[config.mk]
export PLATFORM = sky130hd
export DESIGN_NAME = dffsr_top
export DESIGN_NICKNAME = d
export VERILOG_FILES = /design/src/inc/dffsr_pkg.sv /design/src/verilog/dffsr_top.sv
export SDC_FILE = /design/constraint.sdc
export NUM_CORES = 1
export LEC_CHECK = 0
export BUFFER_PORTS_ARGS = -buffer_cell sky130_fd_sc_hd__buf_2
export CAP_MARGIN = 10
export CORE_AREA = 2 2 39 41
export CTS_CLUSTER_DIAMETER = 50
export DETAILED_ROUTE_END_ITERATION = 16
export DIE_AREA = 0 0 41 43
export PLACE_DENSITY = 0.43
export REMOVE_ABC_BUFFERS = 1
export SLEW_MARGIN = 5
export SYNTH_ARGS = -nofsm -noshare
export SYNTH_HDL_FRONTEND = slang
export SYNTH_SLANG_ARGS = --single-unit
[constraint.sdc]
create_clock -name I_REF_CLK -period 1.3 [get_ports I_REF_CLK]
set_clock_uncertainty 0.2 [all_clocks]
set_input_delay 0.065 -clock I_REF_CLK [delete_from_list [all_inputs] [get_ports I_REF_CLK]]
set_output_delay 0.065 -clock I_REF_CLK [all_outputs]
set_load 0.01 [all_outputs]
[src/inc/dffsr_pkg.sv]
// Constants shared by the edge-triggered storage element with force inputs.
`default_nettype none
package dffsr_pkg;

  // Number of flip-flops each pin passes before logic reads it.
  localparam int SYNC_LEN = 2;

  // Bit positions of the pins inside the synchroniser vector.
  localparam int PIN_COUNT      = 4;
  localparam int BIT_FORCE_HI_N = 0;
  localparam int BIT_FORCE_LO_N = 1;
  localparam int BIT_EDGE_CLOCK = 2;
  localparam int BIT_DATA       = 3;

  // Synchroniser reset: force inputs idle high and the clock idle high, so that
  // a clock pin held high across reset release does not look like a rising edge.
  localparam logic [PIN_COUNT-1:0] SYNC_RESET = 4'hF;
  localparam logic                 CLK_PREV_RESET = 1'h1;

  // Stored value after reset.
  localparam logic TRUE_RESET  = 1'h0;
  localparam logic COMPL_RESET = 1'h1;

  // Levels driven while a force input is asserted.
  localparam logic LEVEL_HIGH = 1'h1;
  localparam logic LEVEL_LOW  = 1'h0;

endpackage : dffsr_pkg

`default_nettype wire

[src/verilog/dffsr_top.sv]
// Edge-triggered D storage element with active-low force-high and force-low pins.
`timescale 1ns/10ps
`default_nettype none

// Behaviour
// - Force-high alone gives true high, complement low.
// - Force-low alone gives true low, complement high.
// - Both forces low drive both outputs high.
// - Forces act without clock, overriding clocked loads.
// - Rising edge loads data, complement gets inverse.
// - Complement is inverse except when both forced, and held so until a load or single force.
// - Without forces, state changes only on rising edges.
module dffsr_top
  import dffsr_pkg::*;
(
  input  wire logic I_REF_CLK,
  input  wire logic I_RST,
  input  wire logic I_EDGE_CLOCK,
  input  wire logic I_DATA,
  input  wire logic I_FORCE_HIGH_N,
  input  wire logic I_FORCE_LOW_N,
  output var  logic O_TRUE,
  output var  logic O_COMPL
);

  wire logic [PIN_COUNT-1:0] pin_raw;
  wire logic [PIN_COUNT-1:0] sync_pin;
  logic                      clk_prev;
  logic                      force_high_n;
  logic                      force_low_n;
  logic                      edge_clock;
  logic                      data;
  logic                      rise;

  // Pin levels gathered in synchroniser order.
  assign pin_raw[BIT_FORCE_HI_N] = I_FORCE_HIGH_N;
  assign pin_raw[BIT_FORCE_LO_N] = I_FORCE_LOW_N;
  assign pin_raw[BIT_EDGE_CLOCK] = I_EDGE_CLOCK;
  assign pin_raw[BIT_DATA]       = I_DATA;

  // Every pin is asynchronous to the reference clock; two stages per bit.
  genvar gi;
  generate
    for (gi = 0; gi < PIN_COUNT; gi = gi + 1) begin : g_sync
      logic meta;
      logic stage;
      always_ff @(posedge I_REF_CLK) begin
        if (I_RST) begin
          meta  <= SYNC_RESET[gi];
          stage <= SYNC_RESET[gi];
        end else begin
          meta  <= pin_raw[gi];
          stage <= meta;
        end
      end
      assign sync_pin[gi] = stage;
    end
  endgenerate

  assign force_high_n = sync_pin[BIT_FORCE_HI_N];
  assign force_low_n  = sync_pin[BIT_FORCE_LO_N];
  assign edge_clock   = sync_pin[BIT_EDGE_CLOCK];
  assign data         = sync_pin[BIT_DATA];

  // Previous clock level for edge detection; falling edges are never used.
  always_ff @(posedge I_REF_CLK) begin
    if (I_RST) begin
      clk_prev <= CLK_PREV_RESET;
    end else begin
      clk_prev <= edge_clock;
    end
  end

  assign rise = edge_clock & ~clk_prev;

  // True output. Force inputs take priority over any clocked load.
  always_ff @(posedge I_REF_CLK) begin
    if (I_RST) begin
      O_TRUE <= TRUE_RESET;
    end else if (!force_high_n) begin
      O_TRUE <= LEVEL_HIGH;
    end else if (!force_low_n) begin
      O_TRUE <= LEVEL_LOW;
    end else if (rise) begin
      O_TRUE <= data;
    end
    // Otherwise the value, forced or loaded, is held.
  end

  // Complement output, kept as its own flip-flop so both can read high.
  always_ff @(posedge I_REF_CLK) begin
    if (I_RST) begin
      O_COMPL <= COMPL_RESET;
    end else if (!force_high_n && !force_low_n) begin
      O_COMPL <= LEVEL_HIGH;
    end else if (!force_high_n) begin
      O_COMPL <= LEVEL_LOW;
    end else if (!force_low_n) begin
      O_COMPL <= LEVEL_HIGH;
    end else if (rise) begin
      O_COMPL <= ~data;
    end
  end
endmodule : dffsr_top

`default_nettype wire

=== Word-level counts from Yosys, hierarchy flattened ===
Cells that the tools add are included.

* Register bits after elaboration: 11
* Input port bits: 6
* Word-level logic and storage cells: 25

* Equal/unequal tests: 1
* Mux-type cells: 6
* Bitwise gates (word level): 3
* Reduce and logical (&&, ||, !) cells: 4

{| class="wikitable"
|+ Operators by type and width
! cell !! number
|-
| $mux 1 || 6
|-
| $ne 3x3->1 const B || 1
|-
| $logic_not 1->1 || 2
|-
| $not 1->1 || 2
|-
| $reduce_or 2->1 || 1
|-
| $and 1x1->1 || 1
|-
| $logic_and 1x1->1 || 1
|}

=== Depth between registers and ports, before layout ===
* Word-level depth: 5
* Gate-level depth with buffers: 3
* Depth with buffers taken out: 3

=== Worst setup path before layout ===
No wires, ideal clock.

* Path kind: reg2reg
* Start point: register clk_prev
* End point: register O_COMPL
* Library setup time: 65 ps
* Arrival time: 771 ps
* Required time: 1,035 ps
* Setup slack: 264 ps
* Stages on the path, launching flop included: 4
* Cell sequence: dfxtp_1 nand2b_4 a211o_1 nand4b_1

* Word-level cells in the longest chain between the ends: 3

{| class="wikitable"
|+ RTL lines
! item !! line !! source
|-
| start, declared || dffsr_top.sv:28 || <nowiki>logic clk_prev;</nowiki>
|-
| start signal, assigned || dffsr_top.sv:70 || <nowiki>clk_prev <= edge_clock;</nowiki>
|-
| $not 1->1 || dffsr_top.sv:74 || <nowiki>assign rise = edge_clock & ~clk_prev;</nowiki>
|-
| $and 1x1->1 || dffsr_top.sv:74 ||
|-
| $ne 3x3->1 (no line) || - ||
|-
| end signal, assigned || dffsr_top.sv:101 || <nowiki>O_COMPL <= ~data;</nowiki>
|-
| end, declared || dffsr_top.sv:23 || <nowiki>output var logic O_COMPL</nowiki>
|}

No other way between the ends.
A chain may end at the register's enable or synchronous reset.

=== Worst setup path after layout ===
* Start point: input I_RST
* End point: register g_sync[0].meta

{| class="wikitable"
|+ RTL lines
! item !! line !! source
|-
| start, declared || dffsr_top.sv:17 || <nowiki>input wire logic I_RST,</nowiki>
|-
| end signal, assigned || dffsr_top.sv:49 || <nowiki>meta <= SYNC_RESET[gi];</nowiki>
|-
| end signal, assigned || dffsr_top.sv:52 || <nowiki>meta <= pin_raw[gi];</nowiki>
|-
| end, declared || dffsr_top.sv:45 || <nowiki>logic meta;</nowiki>
|}

No word-level cell between the ends.

==> summary.txt <==
Timing
  – RSZ-0062 raised after global routing: false
  – Worst Max-Slew Pin Slew: 160 ps
  – Fin. Hold Viols: 0
  – Minimum clock period: 1120 ps
  – Setup TNS: 0 ps
  – Slew Limit Fails: 0
  – Max frequency: 894 MHz
  – Relative slew slack: 89.2%
  – Crit share post-route: 86.0%
  – Final setup viols: 0

Setup path
  – WP data arrival: 1060 ps
  – CP max stage delay: 530 ps
  – CP max stage cell: dlygate4sd3_1
  – CP required: 1250 ps
  – CP Launch Type: primary input
  – CP Class: primary input to flip-flop
  – R2r startpoint: edge_clock$_SDFF_PP1_
  – Crit-path max FO: 11
  – Flop2flop setup slack: 200 ps
  – Critical path capture point type: flip-flop
  – R2R cell count: 3
  – FF-to-FF End: O_COMPL$_SDFFE_PP1P_
  – Worst-path cell chain: dlygate4sd3_1 > buf_2 > or2_2

Detailed routing
  – Vias: 255
  – Vias per inst: 4.18
  – Routed Wire Length: 532 um
  – DR DRC count: 0
  – Post-DRT Antenna Nets: 0
  – DRT Pass-1 Iters: 1
  – Avg WL per Cell: 8.72 um
  – Initial DRC count: 0

Global route
  – Remaining Overflow, GRT: 0
  – Largest net degree at the start of global routing: 12
  – Number of global-route vias before repair: 239
  – GRT Util Overall: 8.59%
  – Initial antenna violation count: 0
  – Met3 usage: 4.71%
  – Most Crowded Layer GR: met2
  – M1 GR Usage: 7.54%
  – First-pass GRT wire length: 890 um
  – GR Layer Usage met2: 11.9%

Clock tree
  – H-tree levels: 1
  – Num CTS Buffers: 3
  – CTS Buffer Depth: 2
  – CTS sink count: 11
  – Clk Latency, worst-skew pair: 260 ps
  – Post-CTS Resized: 0
  – Root buffer cell: clkbuf_4
  – Clock Pin Slew Worst Setup and Hold Paths: 60 ps
  – TritonCTS clock tree: done

Die
  – Die width: 41 um
  – Io pins: 8
  – Die Ht: 43 um
  – Initial Util: 25.0%
  – Die area: 1760 um2
  – Rows: 14
  – Core area: 1380 um2

Flow run
  – Max Cap Viol: 0

Power and ir drop
  – Part of the power in combinational logic: 7.7%
  – VDD IR max: 0.617 mV
  – Clk pwr share: 34.9%
  – Leak pwr: 0.000214 uW
  – Total internal power: 504 uW
  – Switching share of power: 20.0%
  – Psw: 126 uW
  – Part of the power in registers: 57.4%
  – Power Density: 1330 nW/um2

Layout
  – Antenna Cells: 0
  – Commonest non-fill, non-tap cell in the layout: dfxtp_1
  – Area Overhead vs Synth: 37.0%
  – Commonest cells after routing, fill and taps aside: 11 x dfxtp_1, 9 x or2_2, 7 x buf_2
  – Fin cells: 61
  – Layout Nets: 52
  – Layout cell share with drive strength beyond 1: 44.4%

Hold path
  – WHS Endpoint: force_low_n$_SDFF_PP1_
  – Hold crit path type: flip-flop to flip-flop
  – HP Start: g_sync[1].meta$_SDFF_PP1_
  – Hold path depth: 1

Logic synthesis
  – Synth cell types: 10
  – Yosys warns: 0
  – Top cells by area, synth: dfxtp_1 64%, or2_2 16%, nand2b_4 4.0%
  – Synthesized flop and latch total: 11
  – Syn_area_per_cell: 11.5 um2
  – Yosys top cell by area: dfxtp_1
  – Mapped cell area: 345 um2
  – Post-Synthesis Cells: 30
  – Synth top area share: 63.8%
  – Post-synthesis sequential area ratio: 63.8%

Outcome
  – Outcome: finished, final reports clean

Placement
  – I/O Buffers: 7
  – GPL Wtd Cong: 0.566
  – Detailed placement HPWL: 371 um
  – Post-Place Cells: 52
==> critical path: cells and delay by family <==
family / cells / cell delay [ps]
and+or+nand+nor: 1 / 300
buffers and inverters: 2 / 700
==> logic make-up (layout without fill, tap and decap cells) <==
family | Yosys count | after routing | share of synthesized area, %
DFF | 11 | 11 | 63.8
buffers and inverters | 3 | 18 | 3.26
AOI/OAI and AO/OA | 3 | 3 | 6.52
and+or+nand+nor | 13 | 13 | 26.4
==> layout make-up <==
class,count,area [um2]
fill,149,911
sequential,11,220
multi-input combinational,16,114
timing repair buffer,12,85.1
clock buffer,4,26.3
tap,16,20.0
inverter,2,7.51
==> timing repair <==
item | in CTS | in global routing
hold endpoints to repair | 11 | 0
hold buffers | 5 | 0
setup buffers | 0 | 0
==> power by group through the flow <==
stage | logic [uW] | clock network [uW] | registers (uW)
finish | 48.4 | 220 | 362
global route | 53.6 | 249 | 364
CTS | 48.9 | 228 | 362
detailed placement | 37.6 | 0 | 370
global placement | 35.5 | 0 | 369
floorplan | 18.4 | 0 | 371
==> through the flow <==
step	utilization, %	hold WS [ps]	power, uW	instance area, um2	worst slack, ps
2_1_floorplan	-	-65.9	389	342	264
3_3_place_gp	28.7	46.6	405	397	240
3_5_place_dp	28.7	53.2	408	397	215
4_1_cts	34.2	212	639	473	189
5_1_grt	34.2	224	666	473	144
6_report	34.2	210	630	473	182
==> synth_stat cells <==
| library cell | instances |
|---|---|
| a41oi_1 | 1 |
| a21oi_1 | 1 |
| or2_2 | 9 |
| clkbuf_1 | 1 |
| nand4b_1 | 1 |
| dfxtp_1 | 11 |
| inv_1 | 2 |
| a211o_1 | 1 |
| nand4_1 | 2 |
| nand2b_4 | 1 |
==> registers in the layout, indices dropped and copies added, names as in the netlist <==
| name | cells |
|---|---|
| force_low_n | 1 |
| O_COMPL | 1 |
| g_sync.meta | 4 |
| edge_clock | 1 |
| clk_prev | 1 |
| O_TRUE | 1 |
| force_high_n | 1 |
| data | 1 |
==> how the worst max path moves through the flow <==
| stage | to | from | depth (start not counted) |
|---|---|---|---|
| detailed placement | O_COMPL$_SDFFE_PP1P_ | edge_clock$_SDFF_PP1_ | 3 |
| finish | g_sync[0].meta$_SDFF_PP1_ | I_RST | 3 |
| floorplan | O_COMPL$_SDFFE_PP1P_ | clk_prev$_SDFF_PP1_ | 3 |
| global placement | O_COMPL$_SDFFE_PP1P_ | edge_clock$_SDFF_PP1_ | 3 |
| CTS | g_sync[0].meta$_SDFF_PP1_ | I_RST | 3 |
| global route | O_COMPL$_SDFFE_PP1P_ | edge_clock$_SDFF_PP1_ | 3 |
==> layer usage <==
layer / wire, um / vias to the layer above
met5: 0 / -
met4: 10 / 0
met3: 36 / 2
met2: 273 / 8
met1: 212 / 117
li1: - / 128
No activity file was read; power rests on OpenSTA's default activity.
